[src/pkg/adcseq_defines.svh]
// Register offsets, field positions, reset values and timing counts
`ifndef ADCSEQ_DEFINES_SVH
`define ADCSEQ_DEFINES_SVH
`define ADCSEQ_RES_HI_OFF 8'h00
`define ADCSEQ_RES_LO_OFF 8'h04
`define ADCSEQ_CTRL_OFF 8'h08
`define ADCSEQ_CFG1_OFF 8'h0c
`define ADCSEQ_CFG2_OFF 8'h10
`define ADCSEQ_STAT_OFF 8'h14
`define ADCSEQ_MASK_OFF 8'h18
`define ADCSEQ_PORT_OFF 8'h1c
`define ADCSEQ_CTRL_ON 0
`define ADCSEQ_CTRL_GO 1
`define ADCSEQ_CTRL_CHS 5:2
`define ADCSEQ_CFG1_PCFG 3:0
`define ADCSEQ_CFG1_VREF 5:4
`define ADCSEQ_CFG2_ADCS 2:0
`define ADCSEQ_CFG2_ACQT 5:3
`define ADCSEQ_CFG2_JUST 7
`define ADCSEQ_ST_DONE 0
`define ADCSEQ_ST_ABORT 1
`define ADCSEQ_TRIG_MODE 4'hb
`define ADCSEQ_PCFG_RST 4'h0
`define ADCSEQ_CHANNELS 13
`define ADCSEQ_PCFG_NONE 5'h0f
`define ADCSEQ_WAIT_TAD 2
`define ADCSEQ_CONV_TAD 11
`define ADCSEQ_INSTR_TOSC 4
`define ADCSEQ_ACQ_TAD_1 2
`define ADCSEQ_ACQ_TAD_2 4
`define ADCSEQ_ACQ_TAD_3 6
`define ADCSEQ_ACQ_TAD_4 8
`define ADCSEQ_ACQ_TAD_5 12
`define ADCSEQ_ACQ_TAD_6 16
`define ADCSEQ_ACQ_TAD_7 20
`endif

[src/pkg/adcseq_pkg.sv]
// Types and the acquisition table of the conversion sequencer
`include "adcseq_defines.svh"
package adcseq_pkg;
    typedef enum logic [5:0] {
        ST_OFF = 6'b000001,
        ST_WAIT = 6'b000010,
        ST_SAMPLE = 6'b000100,
        ST_ACQ = 6'b001000,
        ST_DELAY = 6'b010000,
        ST_CONV = 6'b100000
    } adcseq_state_t;

    function automatic logic [4:0] adcseq_acq_tads(input logic [2:0] sel);
        case (sel)
            3'h1: adcseq_acq_tads = 5'(`ADCSEQ_ACQ_TAD_1);
            3'h2: adcseq_acq_tads = 5'(`ADCSEQ_ACQ_TAD_2);
            3'h3: adcseq_acq_tads = 5'(`ADCSEQ_ACQ_TAD_3);
            3'h4: adcseq_acq_tads = 5'(`ADCSEQ_ACQ_TAD_4);
            3'h5: adcseq_acq_tads = 5'(`ADCSEQ_ACQ_TAD_5);
            3'h6: adcseq_acq_tads = 5'(`ADCSEQ_ACQ_TAD_6);
            3'h7: adcseq_acq_tads = 5'(`ADCSEQ_ACQ_TAD_7);
            default: adcseq_acq_tads = 5'h00;
        endcase
    endfunction : adcseq_acq_tads
endpackage : adcseq_pkg

[src/core/adcseq_top.sv]
// Conversion sequencer with its AHB-Lite register file
//
// Decided for this implementation: the address map and the AHB-Lite interface to the registers.
`timescale 1ns/1ps
`include "adcseq_defines.svh"
module adcseq_top import adcseq_pkg::*; #(
    parameter int BITS = 10,
    parameter int NCH = `ADCSEQ_CHANNELS
) (
    input wire logic clk, // 25 MHz system clock
    input wire logic rst_n, // Async reset, active low
    input wire logic hsel, // AHB slave select
    input wire logic [31:0] haddr, // AHB address
    input wire logic [1:0] htrans, // AHB transfer type
    input wire logic hwrite, // AHB write
    input wire logic [2:0] hsize, // AHB size, words only
    input wire logic [31:0] hwdata, // AHB write data
    input wire logic hready, // AHB bus ready
    output logic [31:0] hrdata, // AHB read data
    output logic hreadyout, // AHB slave ready
    output logic hresp, // AHB response, always OKAY
    input wire logic portb_analog_default, // Strap for port_config_lsb
    input wire logic [NCH-1:0] pin_level, // Digital level of each pin
    input wire logic [3:0] compare_two_mode, // Compare unit two mode
    input wire logic special_event_trig, // Compare unit two event
    input wire logic rc_tick, // internal_rc_clock period pulse
    input wire logic cmp_high, // Analog comparator result
    output logic irq, // Level interrupt
    output logic timer_clear, // Pulse: clear the associated timer
    output logic array_discharge, // Capacitor array discharge
    output logic sample_en, // Hold capacitor tracks the input
    output logic [3:0] channel_out, // Selected channel to the mux
    output logic [BITS-1:0] sar_code // Trial code to the DAC
);
    adcseq_state_t state, next_state;
    logic [7:0] res_hi, res_lo;
    logic [3:0] chs, pcfg;
    logic go, on, just, strap_done;
    logic [1:0] vref, status, mask;
    logic [2:0] acqt, adcs;
    logic [4:0] cnt;
    logic dph_wr;
    logic [7:0] dph_addr;

    // Bus decode
    wire aph = hsel && htrans[1] && hready;
    wire wr_ctrl = dph_wr && dph_addr == `ADCSEQ_CTRL_OFF;
    wire wr_cfg1 = dph_wr && dph_addr == `ADCSEQ_CFG1_OFF;
    wire wr_cfg2 = dph_wr && dph_addr == `ADCSEQ_CFG2_OFF;
    wire wr_hi = dph_wr && dph_addr == `ADCSEQ_RES_HI_OFF;
    wire wr_lo = dph_wr && dph_addr == `ADCSEQ_RES_LO_OFF;
    wire wr_stat = dph_wr && dph_addr == `ADCSEQ_STAT_OFF;
    wire wr_mask = dph_wr && dph_addr == `ADCSEQ_MASK_OFF;

    // Analog pin map; channel i is analog while i < 15 - config
    logic [NCH-1:0] analog;
    genvar gi;
    generate
        for (gi = 0; gi < NCH; gi++) begin : g_an
            assign analog[gi] = ({1'b0, pcfg} + 5'(gi)) < `ADCSEQ_PCFG_NONE;
        end
    endgenerate
    wire [NCH-1:0] port_view = pin_level & ~analog;

    wire [7:0] ctrl_rd = {2'b00, chs, go, on};
    wire [7:0] cfg1_rd = {2'b00, vref, pcfg};
    wire [7:0] cfg2_rd = {just, 1'b0, acqt, adcs};
    wire [7:0] ra = haddr[7:0];
    wire [31:0] rd_mux =
        (ra == `ADCSEQ_RES_HI_OFF) ? {24'h0, res_hi} :
        (ra == `ADCSEQ_RES_LO_OFF) ? {24'h0, res_lo} :
        (ra == `ADCSEQ_CTRL_OFF) ? {24'h0, ctrl_rd} :
        (ra == `ADCSEQ_CFG1_OFF) ? {24'h0, cfg1_rd} :
        (ra == `ADCSEQ_CFG2_OFF) ? {24'h0, cfg2_rd} :
        (ra == `ADCSEQ_STAT_OFF) ? {30'h0, status} :
        (ra == `ADCSEQ_MASK_OFF) ? {30'h0, mask} :
        (ra == `ADCSEQ_PORT_OFF) ? {{(32-NCH){1'b0}}, port_view} :
        32'h0;

    // Zero wait states: read data is latched at the address phase
    always_ff @(posedge clk or negedge rst_n) begin
        if (!rst_n) begin
            dph_wr <= 1'b0;
            dph_addr <= 8'h00;
            hrdata <= 32'h0;
            hreadyout <= 1'b0;
            hresp <= 1'b0;
        end else begin
            dph_wr <= aph && hwrite;
            dph_addr <= haddr[7:0];
            hrdata <= (aph && !hwrite) ? rd_mux : 32'h0;
            hreadyout <= 1'b1;
            hresp <= 1'b0;
        end
    end

    // Bit period timing
    logic tad_tick, sar_done;
    wire restart = (next_state != state);
    wire in_conv = state == ST_CONV;
    wire last_wait = cnt == 5'(`ADCSEQ_WAIT_TAD - 1);
    wire last_acq = cnt == adcseq_acq_tads(acqt) - 5'h01;
    wire last_dly = cnt == 5'(`ADCSEQ_INSTR_TOSC - 1);

    adcseq_tad_gen u_tad (
        .clk(clk),
        .rst_n(rst_n),
        .restart(restart),
        .clk_sel(adcs),
        .rc_tick(rc_tick),
        .tad_tick(tad_tick)
    );

    adcseq_sar #(.BITS(BITS)) u_sar (
        .clk(clk),
        .rst_n(rst_n),
        .start(restart && next_state == ST_CONV),
        .tad_tick(tad_tick),
        .cmp_high(cmp_high),
        .code(sar_code),
        .done(sar_done)
    );

    // Neither channel select nor pin direction enters the sequence
    always_comb begin
        next_state = state;
        case (state)
            ST_OFF: if (on) next_state = ST_WAIT;
            ST_WAIT: if (tad_tick && last_wait) next_state = ST_SAMPLE;
            ST_SAMPLE: if (go) begin
                // Manual mode stops sampling at once
                next_state = (acqt == 3'h0) ? ST_DELAY : ST_ACQ;
            end
            ST_ACQ: begin
                if (!go) next_state = ST_WAIT;
                else if (tad_tick && last_acq) next_state = ST_CONV;
            end
            ST_DELAY: begin
                if (!go) next_state = ST_WAIT;
                else if (last_dly) next_state = ST_CONV;
            end
            ST_CONV: if (!go || sar_done) next_state = ST_WAIT;
            default: next_state = ST_OFF;
        endcase
        if (!on) next_state = ST_OFF;
    end

    always_ff @(posedge clk or negedge rst_n) begin
        if (!rst_n) begin
            state <= ST_OFF;
            cnt <= 5'h00;
        end else begin
            state <= next_state;
            if (restart) cnt <= 5'h00;
            else if (tad_tick || state == ST_DELAY) cnt <= cnt + 5'h01;
        end
    end

    // Trigger, completion and abort
    wire trig_hit = special_event_trig && compare_two_mode == `ADCSEQ_TRIG_MODE;
    wire trig_go = trig_hit && on;
    wire complete = in_conv && go && sar_done;
    wire abort = (in_conv || state == ST_ACQ || state == ST_DELAY) && !go;
    wire next_on = wr_ctrl ? hwdata[`ADCSEQ_CTRL_ON] : on;
    wire sw_go = wr_ctrl ? hwdata[`ADCSEQ_CTRL_GO] : (go && !complete);
    // A trigger in the completion cycle still sets go
    wire next_go = next_on && (sw_go || trig_go);

    // Result is written by a finished conversion or by a bus write; the conversion wins
    wire [BITS-1:0] r = sar_code;
    wire [7:0] new_hi = just ? {6'h00, r[9:8]} : r[9:2];
    wire [7:0] new_lo = just ? r[7:0] : {r[1:0], 6'h00};
    wire [1:0] ev = {abort, complete};
    wire [1:0] next_status = ev | (status & ~(wr_stat ? hwdata[1:0] : 2'b00));
    wire [1:0] next_mask = wr_mask ? hwdata[1:0] : mask;

    always_ff @(posedge clk or negedge rst_n) begin
        if (!rst_n) begin
            on <= 1'b0;
            go <= 1'b0;
            chs <= 4'h0;
            res_hi <= 8'h00;
            res_lo <= 8'h00;
            status <= 2'b00;
            mask <= 2'b00;
        end else begin
            on <= next_on;
            go <= next_go;
            if (wr_ctrl) chs <= hwdata[`ADCSEQ_CTRL_CHS];
            if (complete) begin
                res_hi <= new_hi;
                res_lo <= new_lo;
            end else begin
                if (wr_hi) res_hi <= hwdata[7:0];
                if (wr_lo) res_lo <= hwdata[7:0];
            end
            status <= next_status;
            mask <= next_mask;
        end
    end

    // The strap is caught by the first clock after reset release
    always_ff @(posedge clk or negedge rst_n) begin
        if (!rst_n) begin
            strap_done <= 1'b0;
            pcfg <= `ADCSEQ_PCFG_RST;
            vref <= 2'b00;
            just <= 1'b0;
            acqt <= 3'h0;
            adcs <= 3'h0;
        end else begin
            strap_done <= 1'b1;
            if (wr_cfg1) begin
                pcfg <= hwdata[`ADCSEQ_CFG1_PCFG];
                vref <= hwdata[`ADCSEQ_CFG1_VREF];
            end else if (!strap_done) begin
                pcfg[0] <= !portb_analog_default;
            end
            if (wr_cfg2) begin
                just <= hwdata[`ADCSEQ_CFG2_JUST];
                acqt <= hwdata[`ADCSEQ_CFG2_ACQT];
                adcs <= hwdata[`ADCSEQ_CFG2_ADCS];
            end
        end
    end

    // Pin-facing outputs, one flop each
    always_ff @(posedge clk or negedge rst_n) begin
        if (!rst_n) begin
            irq <= 1'b0;
            timer_clear <= 1'b0;
            array_discharge <= 1'b0;
            sample_en <= 1'b0;
            channel_out <= 4'h0;
        end else begin
            irq <= |(next_status & next_mask);
            timer_clear <= trig_hit;
            // Discharge occupies the whole post-conversion wait
            array_discharge <= next_state == ST_WAIT;
            // Any selected pin is sampled, analog or digital
            sample_en <= next_state == ST_SAMPLE || next_state == ST_ACQ;
            channel_out <= wr_ctrl ? hwdata[`ADCSEQ_CTRL_CHS] : chs;
        end
    end
endmodule : adcseq_top

[src/core/adcseq_tad_gen.sv]
// Conversion-bit period tick generator
`timescale 1ns/1ps
module adcseq_tad_gen import adcseq_pkg::*; #(
    parameter int DIV_W = 7
) (
    input wire logic clk, // System clock, one oscillator period
    input wire logic rst_n, // Async reset, active low
    input wire logic restart, // Realign the period to this cycle
    input wire logic [2:0] clk_sel, // conversion_clock_select
    input wire logic rc_tick, // Period pulse of internal_rc_clock
    output logic tad_tick // One pulse per conversion-bit period
);
    logic [DIV_W-1:0] cnt;
    wire [2:0] shift = {clk_sel[1:0], 1'b0} + {2'b00, clk_sel[2]};
    wire [DIV_W-1:0] div = DIV_W'(2) << shift;
    wire use_rc = (clk_sel[1:0] == 2'b11);
    wire wrap = (cnt == div - DIV_W'(1));

    // Oscillator divides by 2..64; x11 follows the RC source
    always_ff @(posedge clk or negedge rst_n) begin
        if (!rst_n) begin
            cnt <= '0;
            tad_tick <= 1'b0;
        end else begin
            cnt <= (restart || wrap) ? '0 : cnt + DIV_W'(1);
            tad_tick <= !restart && (use_rc ? rc_tick : wrap);
        end
    end
endmodule : adcseq_tad_gen

[src/core/adcseq_sar.sv]
// Successive-approximation register, one bit decided per bit period
`timescale 1ns/1ps
module adcseq_sar import adcseq_pkg::*; #(
    parameter int BITS = 10
) (
    input wire logic clk, // System clock
    input wire logic rst_n, // Async reset, active low
    input wire logic start, // Pulse: begin a conversion
    input wire logic tad_tick, // Bit period pulse
    input wire logic cmp_high, // Comparator: input at or above trial
    output logic [BITS-1:0] code, // Trial and final code
    output logic done // Pulse: code holds the result
);
    logic [3:0] step;
    logic busy;
    wire [3:0] bitn = 4'(BITS) - step;
    wire [BITS-1:0] m = {{(BITS-1){1'b0}}, 1'b1} << bitn;

    // First period is setup, then one bit per period: 11 in all
    always_ff @(posedge clk or negedge rst_n) begin
        if (!rst_n) begin
            step <= 4'h0;
            busy <= 1'b0;
            code <= '0;
            done <= 1'b0;
        end else begin
            done <= 1'b0;
            if (start) begin
                busy <= 1'b1;
                step <= 4'h0;
                code <= '0;
            end else if (busy && tad_tick) begin
                if (step == 4'h0) begin
                    code <= {1'b1, {(BITS-1){1'b0}}};
                end else begin
                    code <= (cmp_high ? code : code & ~m) | (m >> 1);
                end
                if (step == 4'(`ADCSEQ_CONV_TAD - 1)) begin
                    busy <= 1'b0;
                    done <= 1'b1;
                end
                step <= step + 4'h1;
            end
        end
    end
endmodule : adcseq_sar

[config.mk]
export PLATFORM = sky130hd
export DESIGN_NAME = adcseq_top
export DESIGN_NICKNAME = d
export VERILOG_FILES = /design/src/pkg/adcseq_pkg.sv /design/src/core/adcseq_top.sv /design/src/core/adcseq_tad_gen.sv /design/src/core/adcseq_sar.sv
export VERILOG_INCLUDE_DIRS = /design/src /design/src/pkg
export SDC_FILE = /design/constraint.sdc
export NUM_CORES = 1
export LEC_CHECK = 0
export BUFFER_PORTS_ARGS = -buffer_cell sky130_fd_sc_hd__buf_2
export CAP_MARGIN = 20
export CORE_MARGIN = 3
export CORE_UTILIZATION = 49
export DETAILED_ROUTE_END_ITERATION = 6
export GPL_ROUTABILITY_DRIVEN = 0
export HOLD_SLACK_MARGIN = 0.08
export PLACE_DENSITY = 0.87
export SYNTH_ARGS = -nofsm -noshare
export SYNTH_HDL_FRONTEND = slang
export SYNTH_SLANG_ARGS = --single-unit
[constraint.sdc]
create_clock -name clk -period 2.7 [get_ports clk]
set_clock_uncertainty 0.2 [all_clocks]
set_input_delay 0.405 -clock clk [delete_from_list [all_inputs] [get_ports clk]]
set_output_delay 0.405 -clock clk [all_outputs]
set_load 0.01 [all_outputs]
==> results.yml <==
status:
  status: "finished, violations left"
  violations: "setup timing"
global_routing:
  grt_max_degree: 46
  grt_pass1_wl_mm: 24.6
  overflow: 0
  grt_pass1_vias: 5048
  grtUsageTotal: 0.229
  antenna_found_initial: 0
die:
  ios: 147
  die_area_sq_um: 13500
  die_y_microns: 116
  die_w_microns: 116
  core_sq_um: 11600
  rows: 39
  start_util: 0.512
power:
  peakVddDrop_uv: 411
  switching_share: 0.305
  power_leakage_uw: 0.00318
  total_power_uw: 4150
  seqPwrFrac: 0.405
  powerDensity_nw_per_um2: 581
  internal_power_uw: 2880
  combinationalPowerShare: 0.261
  power.share.clock: 0.334
  p_switching_uw: 1260
timing:
  setup_viol: 13
  setup_slack_ps: -156
  min_period_over_period: 1.06
  worst_slew_pin_slew_ps: 604
  relSlewSlack: 0.592
  fin_crit_ps: 2860
  rsz0062_at_grt: "true"
  slew_viol_final: 0
  clock.fmax_ghz: 0.350
  hold_viol_final: 0
clock_network:
  ctsRootBufferMaster: "clkbuf_16"
  clk-insertion-delay-late_ps: 350
  clockBufferDepth: 2
  htree_levels: 3
  cts_num_sinks: 101
  path_clk_slew_ps: 70
  cts_tree: "yes"
  cts_made_buffers: 9
yosys:
  dominantRegCellSynth: "dfrtp_1"
  synthCells: 618
  yosys_warnings: 0
  yosys.area.top_type: "dfrtp_1"
  synth_area_leaders: "dfrtp_1 (42%), ha_1 (4.2%), mux2_2 (3.8%)"
  ys_ff_latch: 101
  synth_seq_area_share: 0.426
  synth_edf_count: 0
  synth_most_common_cell: "dfrtp_1"
  syn-cell-area_sq_um: 5940
  post_synth.cell_area_avg_sq_um: 9.61
  yosysTopAreaCellShare: 0.421
  netlist-cell-type-count: 66
  synth_commonest_cells: "dfrtp_1 (100), nor2_1 (48), nand2_1 (45)"
  synthArstFlopShare: 1.00
final_layout:
  syn_to_final_growth_pct: 20.2
  final_area_sq_um: 7140
  fin_util: 0.615
  layoutNonFillerInstCount: 855
  final_nets: 822
  antenna_cells: 0
  drive_above_1_share: 0.256
detailed_routing:
  routedWlPerCell_microns: 18.4
  drc: 0
  vias: 5249
  vias_per_cell: 6.14
  highest_layer: "met4"
  ant_nets: 0
  drt_wl_total_mm: 15.7
  wl_met1_mm: 6.29
  first_pass_iters: 5
  wl_met2_mm: 7.72
  wl_met3_mm: 1.30
  first_iter_violations: 505
setup_path:
  max_stage_delay_ps: 600
  crit_path_top_delay_cell: "or4_4"
  cp_cell_sequence: "or4_4, nor3_1, a311o_2, clkinv_4, buf_4, o2bb2ai_1, nand4_1, buf_6, nor4b_4"
  critPathArrivalTime_ps: 2910
  worstPathMaxFanout: 5
  cp_num_buf_inv: 3
  endpoint_kind: "register"
  worstSetupStartpointType: "register"
  cp.required_ps: 2750
  critPathTopFamily: "simple AND/OR/NAND/NOR gates"
  setup.worst_path.class: "register to register"
placement:
  placedCellCount: 825
  io_buffers: 74
  dpl_cell_area_sq_um: 6520
  dp_hpwl_mm: 11.0
  pre_cts_ws_ps: -204
hold_path:
  worst_hold_path_type: "input pin to register"
flow_run:
  maxCapViolCount: 0
layer usage:
layer,global-route usage,vias up
li1,-,2364
met1,0.298,2524
met2,0.376,311
met3,0.0528,50
met4,0.0858,0
met5,0,-
cell families (layout without fill, tap and decap cells):
kind of cell,count (synthesis),in the layout,share of synthesized area
flops,101,101,0.426
other cells,2,21,0.00126
mux,47,47,0.0939
xor+xnor,28,28,0.0413
buf+inv,73,148,0.0619
simple gates,217,217,0.195
compound gates,130,130,0.139
fa+ha+maj,20,20,0.0421
cell usage in the layout, fill, tap and decap left out, types with 6 or more instances in the layout:
cell type / Yosys / routed
nor4b_4: 0 / 6
a211oi_1: 7 / 7
nand3_1: 29 / 29
nor2b_1: 11 / 10
o21ai_0: 37 / 36
dfrtp_1: 100 / 98
ha_1: 20 / 20
a21oi_1: 37 / 37
buf_4: 21 / 31
nand2_1: 45 / 45
inv_1: 15 / 15
nand3b_1: 6 / 6
and3_1: 11 / 11
xor2_1: 16 / 16
nand2b_1: 7 / 7
conb_1: 2 / 21
xnor2_1: 12 / 12
buf_2: 5 / 73
dlygate4sd3_1: 0 / 7
nor3_1: 14 / 13
mux2i_1: 22 / 22
nor2_1: 48 / 44
clkbuf_16: 0 / 9
mux2_2: 20 / 20
layout make-up:
type                            instances  area (sq um)
Fill cell                             894          4480
Inverter                               16          65.1
Sequential cell                       101          2530
Timing Repair Buffer                  116           746
Clock buffer                           10           229
Clock inverter                          6          87.6
Multi-Input combinational cell        463          3300
Tap cell                              143           179
sequential cells by signal (all words and copies together) (netlist names), 3 cells and up:
| register | cells |
|---|---|
| res_hi | 8 |
| acqt | 3 |
| channel_out | 4 |
| hrdata | 13 |
| adcs | 3 |
| res_lo | 8 |
| u_tad.cnt | 7 |
| pcfg | 4 |
| state | 6 |
| u_sar.code | 10 |
| dph_addr | 8 |
| cnt | 5 |
| u_sar.step | 4 |
through the flow:
step | hold WS [ps] | TNS [ps]
2_1_floorplan | -90.6 | 0
3_3_place_gp | 242 | -201
3_5_place_dp | 250 | -1230
4_1_cts | 88.9 | -88.6
5_1_grt | 91.9 | -1780
6_report | 92.8 | -1070
power by group through the flow:
stage	clock, uW	sequential [uW]	combinational (uW)
floorplan	0	1660	548
global placement	0	1690	755
detailed placement	0	1700	787
CTS	1400	1670	872
global route	1460	1690	1160
finish	1380	1680	1080
path summary, 6_finish.rpt:
| path | slack [ps] | depth (start not counted) | end | start |
|---|---|---|---|---|
| worst max register to register | -160 | 9 | u_tad.cnt[3]$_DFF_PN0_ | state[2]$_DFF_PN0_ |
| min in group asynchronous | 410 | 2 | hrdata[5]$_DFF_PN0_ | rst_n |
| worst max-delay path | -160 | 9 | u_tad.cnt[3]$_DFF_PN0_ | state[2]$_DFF_PN0_ |
| max in group asynchronous | 1200 | 3 | res_hi[6]$_DFFE_PN0P_ | rst_n |
| worst min-delay path | 90 | 2 | hrdata[11]$_DFF_PN0_ | pin_level[11] |
| worst min register to register | 300 | 1 | u_sar.busy$_DFFE_PN0P_ | u_sar.busy$_DFFE_PN0P_ |
what timing repair did:
| action | 4_1_cts | 5_1_grt |
|---|---|---|
| cloned | 0 | 1 |
| setup endpoints to repair | 13 | 20 |
| buffers inserted | 3 | 3 |
| hold buffers | 7 | 0 |
| pin swaps | 3 | 16 |
| resized for setup | 11 | 27 |
| endpoints found under the hold margin | 49 | 0 |
No activity file was read; power rests on OpenSTA's default activity.
